$ cat config.mk
export PLATFORM = sky130hd
export DESIGN_NAME = debug_trigger_status_logic
export DESIGN_NICKNAME = d
export VERILOG_FILES = /design/src/debug_trigger_pkg.sv /design/src/debug_trigger_status_logic.sv
export SDC_FILE = /design/constraint.sdc
export NUM_CORES = 1
export LEC_CHECK = 0
export BUFFER_PORTS_ARGS = -buffer_cell sky130_fd_sc_hd__clkbuf_2
export CORE_MARGIN = 2
export CORE_UTILIZATION = 56
export CTS_CLUSTER_SIZE = 25
export DETAILED_ROUTE_END_ITERATION = 6
export GPL_TIMING_DRIVEN = 0
export PLACE_DENSITY = 0.78
export SYNTH_ARGS = -nofsm -noshare
export SYNTH_HDL_FRONTEND = slang
export SYNTH_SLANG_ARGS = --single-unit
$ cat constraint.sdc
create_clock -name clk_sys -period 5.52 [get_ports clk_sys]
set_input_delay 1.104 -clock clk_sys [delete_from_list [all_inputs] [get_ports clk_sys]]
set_output_delay 1.104 -clock clk_sys [all_outputs]
set_load 0.05 [all_outputs]
$ cat src/debug_trigger_pkg.sv
// Constants and types shared by the debug trigger and status logic
`default_nettype none
package debug_trigger_pkg;
	// Register offsets on the plain register port
	localparam logic [2:0] ADDR_CONTROL = 3'h0;
	localparam logic [2:0] ADDR_TRIGGER = 3'h1;
	localparam logic [2:0] ADDR_STATUS = 3'h2;
	// Control register fields
	localparam int CTRL_ENABLE_BIT = 7;
	localparam int CTRL_RUN_BIT = 6;
	localparam int CTRL_BREAK_EN_BIT = 4;
	// Trigger configuration fields
	localparam int CFG_TYPE_BIT = 7;
	localparam int CFG_BEGIN_BIT = 6;
	localparam logic [7:0] CFG_WRITE_MASK = 8'hCF;
	localparam logic [7:0] CFG_RESET = 8'h00;
	// Status register fields
	localparam int STAT_MATCH_A_BIT = 7;
	localparam int STAT_MATCH_B_BIT = 6;
	localparam int STAT_RUN_ACTIVE_BIT = 5;
	// Trigger mode codes
	localparam logic [3:0] MODE_A_ONLY = 4'h0;
	localparam logic [3:0] MODE_A_OR_B = 4'h1;
	localparam logic [3:0] MODE_A_THEN_B = 4'h2;
	localparam logic [3:0] MODE_EVENT_B = 4'h3;
	localparam logic [3:0] MODE_A_EVENT_B = 4'h4;
	localparam logic [3:0] MODE_A_AND_B = 4'h5;
	localparam logic [3:0] MODE_A_NOT_B = 4'h6;
	localparam logic [3:0] MODE_INSIDE = 4'h7;
	localparam logic [3:0] MODE_OUTSIDE = 4'h8;
	// Capture depth in words
	localparam int FIFO_DEPTH = 8;
	// Run state, Gray coded along idle, wait, fill and ring
	typedef enum logic [1:0] {
		RS_IDLE = 2'b00,
		RS_WAIT = 2'b01,
		RS_FILL = 2'b11,
		RS_RING = 2'b10
	} run_state_t;
endpackage : debug_trigger_pkg
`default_nettype wire

$ cat src/debug_trigger_status_logic.sv
// Trigger selection, capture sequencing and run status of the debug module
//
// What this block does
// - Trigger configuration always readable; writes only land while not armed.
// - Trigger configuration bits four and five read zero, never written.
// - Type bit clear triggers on access; set waits for tagged opcode execution.
// - Begin bit set: trigger starts storage; clear: circular fill until trigger.
// - Event-only modes ignore the begin bit and always run as begin trace.
// - Mode 0000 A only, 0001 A or B, 0010 A then B.
// - Mode 0011 stores each B event; 0100 stores B events after A.
// - Mode 0111 address inside A..B; 1000 below A or above B.
// - Modes 1001 to 1111 never trigger.
// - Match A flag cleared at run start, set on A match while armed.
// - Match B flag cleared at run start, set on B match while armed.
// - Run active flag mirrors run control bit while module enabled.
// - Run ends on full FIFO in begin trace, trigger in end trace.
// - Writing zero to run control or enable stops the run at once.
// - Valid word count cleared at run start, reports zero to eight words.
// - Valid word count never decrements when the FIFO is read.
// - Run status register is read-only; writes do nothing.
// - Break request on trigger in end trace, on full in begin trace.
// - Event-only modes store only the low byte; high byte reads zero.
`default_nettype none
module debug_trigger_status_logic #(
	parameter int DEPTH = debug_trigger_pkg::FIFO_DEPTH
) (
	input wire logic clk_sys,
	input wire logic sys_rst,
	input wire logic [2:0] regAddr,
	input wire logic [7:0] regWrData,
	input wire logic regWrStb,
	input wire logic regRdStb,
	output logic [7:0] regRdData,
	input wire logic accessValid,
	input wire logic addrEqA,
	input wire logic addrLtA,
	input wire logic addrEqB,
	input wire logic addrGtB,
	input wire logic dataEqB,
	input wire logic tagExec,
	input wire logic cofValid,
	output logic fifoWrite,
	output logic fifoLowOnly,
	output logic breakReq
);
	import debug_trigger_pkg::*;

	localparam logic [3:0] FULL_COUNT = 4'(DEPTH);

	typedef struct packed {
		run_state_t state;
		logic enable;
		logic break_request_enable;
		logic [7:0] cfg;
		logic matchAFlag;
		logic matchBFlag;
		logic [3:0] validWordCount;
		logic aSeen;
		logic pendA;
		logic pendB;
		logic pendT;
		logic [7:0] rdData;
		logic fifoWr;
		logic lowOnly;
		logic brk;
	} state_t;

	state_t s_q;
	state_t s_d;
	logic [3:0] mode;
	logic evMode;
	logic tagType;
	logic armed;
	logic rawA;
	logic rawB;
	logic condRaw;
	logic hitA;
	logic hitB;
	logic trig;
	logic store;
	logic startReq;
	logic [3:0] countInc;

	// Decode of the current configuration and of the bus access
	always_comb begin
		mode = s_q.cfg[3:0];
		evMode = (mode == MODE_EVENT_B) || (mode == MODE_A_EVENT_B);
		tagType = s_q.cfg[CFG_TYPE_BIT];
		armed = (s_q.state != RS_IDLE);
		rawA = accessValid & addrEqA;
		rawB = accessValid & addrEqB;
		countInc = s_q.validWordCount + 4'h1;
		startReq = regWrStb && (regAddr == ADDR_CONTROL) &&
			regWrData[CTRL_ENABLE_BIT] && regWrData[CTRL_RUN_BIT] && !armed;
	end

	// Trigger condition per mode, before tag qualification
	always_comb begin
		case (mode)
			MODE_A_ONLY: condRaw = rawA;
			MODE_A_OR_B: condRaw = rawA | rawB;
			MODE_A_THEN_B: condRaw = s_q.aSeen & rawB;
			MODE_EVENT_B: condRaw = rawB;
			MODE_A_EVENT_B: condRaw = s_q.aSeen & rawB;
			MODE_A_AND_B: condRaw = rawA & dataEqB;
			MODE_A_NOT_B: condRaw = rawA & !dataEqB;
			MODE_INSIDE: condRaw = accessValid & !addrLtA & !addrGtB;
			MODE_OUTSIDE: condRaw = accessValid & (addrLtA | addrGtB);
			default: condRaw = 1'b0;
		endcase
	end

	// Force uses the access itself; tag waits for the opcode to execute
	always_comb begin
		if (tagType) begin
			hitA = s_q.pendA & tagExec;
			hitB = s_q.pendB & tagExec;
			trig = s_q.pendT & tagExec;
		end else begin
			hitA = rawA;
			hitB = rawB;
			trig = condRaw;
		end
	end

	// Next state of the whole block
	always_comb begin
		s_d = s_q;
		s_d.rdData = 8'h00;
		s_d.fifoWr = 1'b0;
		s_d.brk = 1'b0;
		store = 1'b0;
		if (armed) begin
			// Tagged matches wait here until the opcode runs
			if (tagType) begin
				s_d.pendA = (s_q.pendA & !tagExec) | rawA;
				s_d.pendB = (s_q.pendB & !tagExec) | rawB;
				s_d.pendT = (s_q.pendT & !tagExec) | condRaw;
			end
			if (hitA) begin
				s_d.matchAFlag = 1'b1;
				s_d.aSeen = 1'b1;
			end
			if (hitB) begin
				s_d.matchBFlag = 1'b1;
			end
		end
		case (s_q.state)
			RS_WAIT: begin
				// Begin trace: trigger opens the capture window
				if (trig) begin
					s_d.state = RS_FILL;
				end
			end
			RS_FILL: begin
				// Event modes store on each event, others on change of flow
				store = evMode ? trig : cofValid;
				if (store) begin
					s_d.fifoWr = 1'b1;
					s_d.lowOnly = evMode;
					s_d.validWordCount = countInc;
					if (countInc == FULL_COUNT) begin
						s_d.state = RS_IDLE;
						s_d.brk = s_q.break_request_enable;
					end
				end
			end
			RS_RING: begin
				// End trace: ring keeps the last words, trigger closes it
				if (cofValid) begin
					store = 1'b1;
					s_d.fifoWr = 1'b1;
					s_d.lowOnly = 1'b0;
					if (s_q.validWordCount != FULL_COUNT) begin
						s_d.validWordCount = countInc;
					end
				end
				if (trig) begin
					s_d.state = RS_IDLE;
					s_d.brk = s_q.break_request_enable;
				end
			end
			default: begin
				s_d.state = RS_IDLE;
			end
		endcase
		// Register writes; the status register has no write path
		if (regWrStb) begin
			if (regAddr == ADDR_CONTROL) begin
				s_d.enable = regWrData[CTRL_ENABLE_BIT];
				s_d.break_request_enable = regWrData[CTRL_BREAK_EN_BIT];
				if (!regWrData[CTRL_ENABLE_BIT] ||
					!regWrData[CTRL_RUN_BIT]) begin
					s_d.state = RS_IDLE;
				end else if (startReq) begin
					// Run start clears flags, count and sequence memory
					s_d.matchAFlag = 1'b0;
					s_d.matchBFlag = 1'b0;
					s_d.validWordCount = 4'h0;
					s_d.aSeen = 1'b0;
					s_d.pendA = 1'b0;
					s_d.pendB = 1'b0;
					s_d.pendT = 1'b0;
					if (evMode) begin
						s_d.state = RS_FILL;
					end else if (s_q.cfg[CFG_BEGIN_BIT]) begin
						s_d.state = RS_WAIT;
					end else begin
						s_d.state = RS_RING;
					end
				end
			end else if (regAddr == ADDR_TRIGGER) begin
				if (!armed) begin
					s_d.cfg = regWrData & CFG_WRITE_MASK;
				end
			end else begin
				// Status is read-only; a write there changes nothing
				s_d.cfg = s_q.cfg;
			end
		end
		// A cleared enable never leaves a run behind
		if (!s_q.enable && !startReq) begin
			s_d.state = RS_IDLE;
		end
		// Read data stand only in the cycle after the strobe
		if (regRdStb) begin
			if (regAddr == ADDR_CONTROL) begin
				s_d.rdData[CTRL_ENABLE_BIT] = s_q.enable;
				s_d.rdData[CTRL_RUN_BIT] = armed;
				s_d.rdData[CTRL_BREAK_EN_BIT] = s_q.break_request_enable;
			end else if (regAddr == ADDR_TRIGGER) begin
				s_d.rdData = s_q.cfg & CFG_WRITE_MASK;
			end else if (regAddr == ADDR_STATUS) begin
				s_d.rdData[STAT_MATCH_A_BIT] = s_q.matchAFlag;
				s_d.rdData[STAT_MATCH_B_BIT] = s_q.matchBFlag;
				s_d.rdData[STAT_RUN_ACTIVE_BIT] = armed;
				s_d.rdData[3:0] = s_q.validWordCount;
			end else begin
				s_d.rdData = 8'h00;
			end
		end
	end

	// Single register stage for all state
	always_ff @(posedge clk_sys) begin
		if (sys_rst) begin
			s_q <= '0;
		end else begin
			s_q <= s_d;
		end
	end

	assign regRdData = s_q.rdData;
	assign fifoWrite = s_q.fifoWr;
	assign fifoLowOnly = s_q.lowOnly;
	assign breakReq = s_q.brk;
endmodule : debug_trigger_status_logic
`default_nettype wire

After elaboration in Yosys (flattened, before gate mapping):

Cells that the tools add are included.

* flip-flop bits (word level): 31
* bits of input ports: 23
* word-level logic and storage cells: 128

* add/sub/neg operators: 1
* equality and inequality tests: 17
* muxes and demuxes: 42
* bitwise gates (word level): 23
* reduce and logical (&&, ||, !) cells: 28

Operators with widths (count)
* $mux 8: 4
* $mux 10: 3
* $mux 4: 6
* $mux 2: 11
* $mux 22: 1
* $eq 4x3->1 const B: 4
* $and 1x1->1: 14
* $mux 1: 10
* $logic_not 1->1: 9
* $mux 3: 3
* $eq 4x2->1 const B: 2
* $eq 4x4->1 const B: 2
* $pmux 1 s8: 1
* $pmux 4 s2: 1
* $pmux 2 s3: 1
* $pmux 3 s2: 1
* $reduce_or 2->1: 3
* $logic_and 1x1->1: 5
* $or 1x1->1: 5
* $reduce_or 5->1: 1
* $add 4x1->4 const B: 1
* $eq 2x2->1 const B: 2
* $eq 4x1->1 const B: 1
* $logic_not 4->1: 1
* 13 further kinds: 19

Longest topological paths before layout:

* word-level depth: 12
* depth in mapped cells: 8

Worst setup path after synthesis:

Ideal clock, no wire load.

* path kind: input-to-reg
* from: input port accessValid
* to: register s_q[16] (netlist bit)
* library setup time: 120 ps
* data arrival time: 2773 ps
* required time: 5400 ps
* setup slack: 2627 ps
* stages on the path: 7
* path buffers: 1
* cells stage by stage: buf_6 and3_4 and4_4 or4_4 o31a_1 and4_1 o31a_1

* word-level cells in the longest chain between the ends: 11
* elaborated cells on any way between the ends: 18

Ends and longest elaborated chain
* start, declared: RTL line debug_trigger_status_logic.sv:34 `input wire logic accessValid,`
* $and 1x1->1 (on tied branches): RTL line debug_trigger_status_logic.sv:107, debug_trigger_status_logic.sv:90, debug_trigger_status_logic.sv:91
* $and 1x1->1 (tied with other cells): RTL line debug_trigger_status_logic.sv:107 `MODE_INSIDE: condRaw = accessValid & !addrLtA & !addrGtB;`
* $pmux 1 s8 *: RTL line debug_trigger_status_logic.sv:99 `case (mode)`
* $mux 1 *: RTL line debug_trigger_status_logic.sv:115 `if (tagType) begin`
* $mux 1 *: RTL line debug_trigger_status_logic.sv:157 `store = evMode ? trig : cofValid;`
* $mux 4 *: RTL line debug_trigger_status_logic.sv:158 `if (store) begin`
* $pmux 4 s2 *: RTL line debug_trigger_status_logic.sv:148 `case (s_q.state)`
* $mux 10: RTL line debug_trigger_status_logic.sv:195 `end else if (startReq) begin`
* $mux 10: RTL line debug_trigger_status_logic.sv:192 `if (!regWrData[CTRL_ENABLE_BIT] ||`
* $mux 10: RTL line debug_trigger_status_logic.sv:189 `if (regAddr == ADDR_CONTROL) begin`
* $mux 22 *: RTL line debug_trigger_status_logic.sv:188 `if (regWrStb) begin`
* end signal, assigned: RTL line debug_trigger_status_logic.sv:247 `s_q <= '0;`
* end signal, assigned: RTL line debug_trigger_status_logic.sv:249 `s_q <= s_d;`
* end, declared: RTL line debug_trigger_status_logic.sv:68 `state_t s_q;`

Mark *: on every way between the ends. The rest lies on a longest branch, timed or not.
A chain may end at the register's enable or synchronous reset.

Worst setup path in the final report:

* from: input port regAddr[0]
* to: register s_q[17] (netlist bit)

* word-level cells in the longest chain between the ends: 9

Ends and longest elaborated chain
* start, declared: RTL line debug_trigger_status_logic.sv:29 `input wire logic [2:0] regAddr,`
* $logic_not 3->1 *: RTL line debug_trigger_status_logic.sv:93, debug_trigger_status_logic.sv:189
* $logic_and 1x1->1 (2 in series): RTL line debug_trigger_status_logic.sv:93 `startReq = regWrStb && (regAddr == ADDR_CONTROL) &&`
* $logic_and 1x1->1 (2 in series): RTL line debug_trigger_status_logic.sv:94 `regWrData[CTRL_ENABLE_BIT] && regWrData[CTRL_RUN_BIT] && !armed;`
* $mux 10: RTL line debug_trigger_status_logic.sv:195
* $mux 10: RTL line debug_trigger_status_logic.sv:192
* $mux 10 *: RTL line debug_trigger_status_logic.sv:189
* $mux 22 *: RTL line debug_trigger_status_logic.sv:188

Marked as above.

==> impl_metrics.tcl <==
set metrics [dict create \
    p_int_mw 0.2906 \
    gp_congestion 0.8379 \
    synth_cells 213 \
    num_rows 20 \
    multiInputGateArea_um2 997.2 \
    max-vdd-ir-drop_v 0.0001454 \
    critPathMaxFanout 9 \
    report.power.total_mw 0.3908 \
    switching_share 0.2564 \
    fin_worst_hold_slack_ns 0.4886 \
    grt_use_met2 0.3804 \
    most-common-layout-cells "sky130_fd_sc_hd__nor2_1 (35), sky130_fd_sc_hd__dfxtp_1 (31), sky130_fd_sc_hd__clkbuf_2 (30)" \
    timing.final.crit_share 0.4934 \
    fp.coreArea_mm2 0.003003 \
    h_tree_levels 2 \
    postSynth.topFlopCell "sky130_fd_sc_hd__dfxtp_1" \
    critPathSlowestCell "sky130_fd_sc_hd__o21ai_1" \
    tightest_slew_ns 0.8991 \
    worst_path_largest_cell_delay_ns 0.65 \
    worst-endpoint-required_ns 5.74 \
    clockPowerShare 0.318 \
    power_density_mw_per_mm2 196.8 \
    cp_data_arrival_time_ns 2.95 \
    dieArea_mm2 0.003587 \
    grt_first_pass_wirelength_um 6534 \
    ff_latch_area_um2 620.6 \
    setup.worst_path.start_class "input pin" \
    die_height_um 59.89 \
    hold_path.class "flip-flop to flip-flop" \
    place_worst_setup_slack_ns 2.475 \
    async_reset_ff_frac 0 \
    final_layout_size_suffix_gt1_frac 0.2160 \
    die_width_um 59.89 \
    post_route_clock_skew_ns 0.008769 \
    use_met1 0.3293 \
    yosysWarnings 0 \
    via_count 1635 \
    max_slew_margin_vs_limit 0.3928 \
    p_switching_mw 0.1002 \
    num_antenna_cells 0 \
    nets 274 \
    filler_cell_count 278 \
    maxCapViolations 0 \
    synth-edff-count 0 \
    final-hold-violation-count 0 \
    count_of_hold_buffers_inserted_by_post_cts_repair 0 \
    clock_sink_count 31 \
    synth_area_per_cell_um2 8.212 \
    clk_transition_reported_paths_ns 0.10 \
    routed_wirelength_um 3899 \
    route.antenna.remaining_nets 0 \
    synth_seq_cells 31 \
    cts_made_buffers 5 \
    worst_setup_path_end_kind "flip-flop" \
    use_met3 0.07359 \
    timing.fmax_mhz 367.1 \
    initial_utilization 0.5825 \
    drt_pass1_iterations 4 \
    clock_tree.root_cell "sky130_fd_sc_hd__clkbuf_4" \
    post_cts.resized_instances 0 \
    global_route.overflow_total 0 \
    io_buffers 29 \
    cts_setup_buffers 0 \
    place.detailed.hpwl_um 2938 \
    viasPerCell 5.777 \
    syn_to_final_growth_pct 13.52 \
    top_usage_layer "met2" \
    grt_setup_unrepaired "false" \
    share_seq_of_total_power 0.580 \
    drt_drc_violations_left 0 \
    initialDrtViolationCount 58 \
    yosys.cell_types.count 57 \
    cts_buffer_depth 2 \
    num_io_pins 34 \
    yosysSeqAreaShare 0.3548 \
    mappedNetlistNets 238 \
    tritoncts "built" \
    insertion_delay_ns 0.34 \
    outcome "finished, final reports clean" \
    pwr-share-comb 0.102 \
    mostFrequentLayoutCell "sky130_fd_sc_hd__nor2_1" \
    p_leak_nw 0.8290 \
    first_global_vias 1428 \
    post-route-min-period_ns 2.724 \
    finalMaxSlewViolations 0 \
    antenna_found_initial 0 \
    path_class "input pin to flip-flop" \
    grt_util_all_layers 0.2463 \
    synthesis.area_mm2 0.001749 \
    pin_count_of_the_biggest_net_entering_global_routing 11 \
    worstPathCellList "clkbuf_1, nor4b_2, nand2_1, o21ai_1, a211o_1, o21ai_0" \
    fin_setup_tns_ns 0 \
    timing.final.ws_setup_ns 2.796 \
    final_util 0.6613 \
    timing.final.setup_violations 0 \
    detail_route.wl_per_cell_um 13.78 \
]
==> power by group through the flow <==
stage | sequential, mW | clock [mW] | combinational (mW)
final | 0.227 | 0.124 | 0.0399
after detailed placement | 0.232 | 0 | 0.0394
after global routing | 0.227 | 0.139 | 0.0445
after floorplan | 0.231 | 0 | 0.0248
after global placement | 0.232 | 0 | 0.0390
after CTS | 0.226 | 0.129 | 0.0395
==> area by class of cell <==
type,count,area share
Buffer,18,0.05482
Clock buffer,7,0.02268
Clock inverter,1,0.002520
Inverter,6,0.01134
Multi-Input combinational cell,158,0.5022
Sequential cell,31,0.3125
Tap cell,33,0.02079
Timing Repair Buffer,29,0.07309
==> cell usage after synthesis (all sizes together), types with 2 or more instances <==
master,n,area [um2]
a21boi,2,15.01
a21o,2,15.01
a21oi,12,60.06
a22oi,5,37.54
a31oi,2,12.51
a32oi,2,17.52
and2,3,18.77
and3,3,23.77
and3b,2,17.52
and4,3,28.78
buf,11,81.33
clkbuf,7,27.52
dfxtp,31,620.6
ha,2,25.02
inv,6,22.52
mux2i,8,80.08
nand2,16,60.06
nand2b,4,25.02
nand3,2,10.01
nand3b,3,22.52
nand4b,3,26.28
nor2,35,131.4
nor2b,3,18.77
nor3,4,20.02
nor3b,2,15.01
nor4b,2,23.77
o2111a,2,22.52
o211ai,2,15.01
o21a,3,22.52
o21ai,6,30.02
o31a,3,26.28
o31ai,2,15.01
or3,2,12.51
or4,3,27.53
xnor2,2,17.52
==> layer usage <==
layer	wire, um	part of all wire	vias up
li1	-	-	842
met1	1850	0.47	734
met2	1730	0.44	54
met3	262	0.067	5
met4	55	0.014	0
met5	0	0	-
==> logic make-up after synthesis <==
logic type | share of synthesized area
adder cells (fa/ha/maj) | 0.01430
flip-flops | 0.3548
multiplexers | 0.04578
buffers and inverters | 0.07510
XOR/XNOR | 0.01002
AND/OR/NAND/NOR | 0.2911
AO/OA/AOI/OAI | 0.2089
==> flip-flops by register name, summed over array words and instances (netlist names) <==
register / count
breakReq: 1
s_q: 16
fifoLowOnly: 1
fifoWrite: 1
regRdData: 8
mode: 4
==> worst max-delay path: cells and delay by family <==
family          cells  cell delay, ns
compound gates      3            0.90
buf+inv             1            0.17
simple gates        2            0.78
==> per-stage QoR <==
stage,cells,cell area [um2]
2_1_floorplan,213,1749
3_3_place_gp,275,1936
3_5_place_dp,275,1936
4_1_cts,283,1986
5_1_grt,283,1986
6_report,283,1986
==> final timing paths <==
kind | from | end | slack, ns | cells past startpoint
max reg2reg | mode[3] | breakReq | 3.28 | 7
min reg2reg | s_q[11] | s_q[11] | 0.49 | 2
max | regAddr[0] | s_q[17] | 2.80 | 6
min | s_q[11] | s_q[11] | 0.49 | 2
No activity file was read; power rests on OpenSTA's default activity.
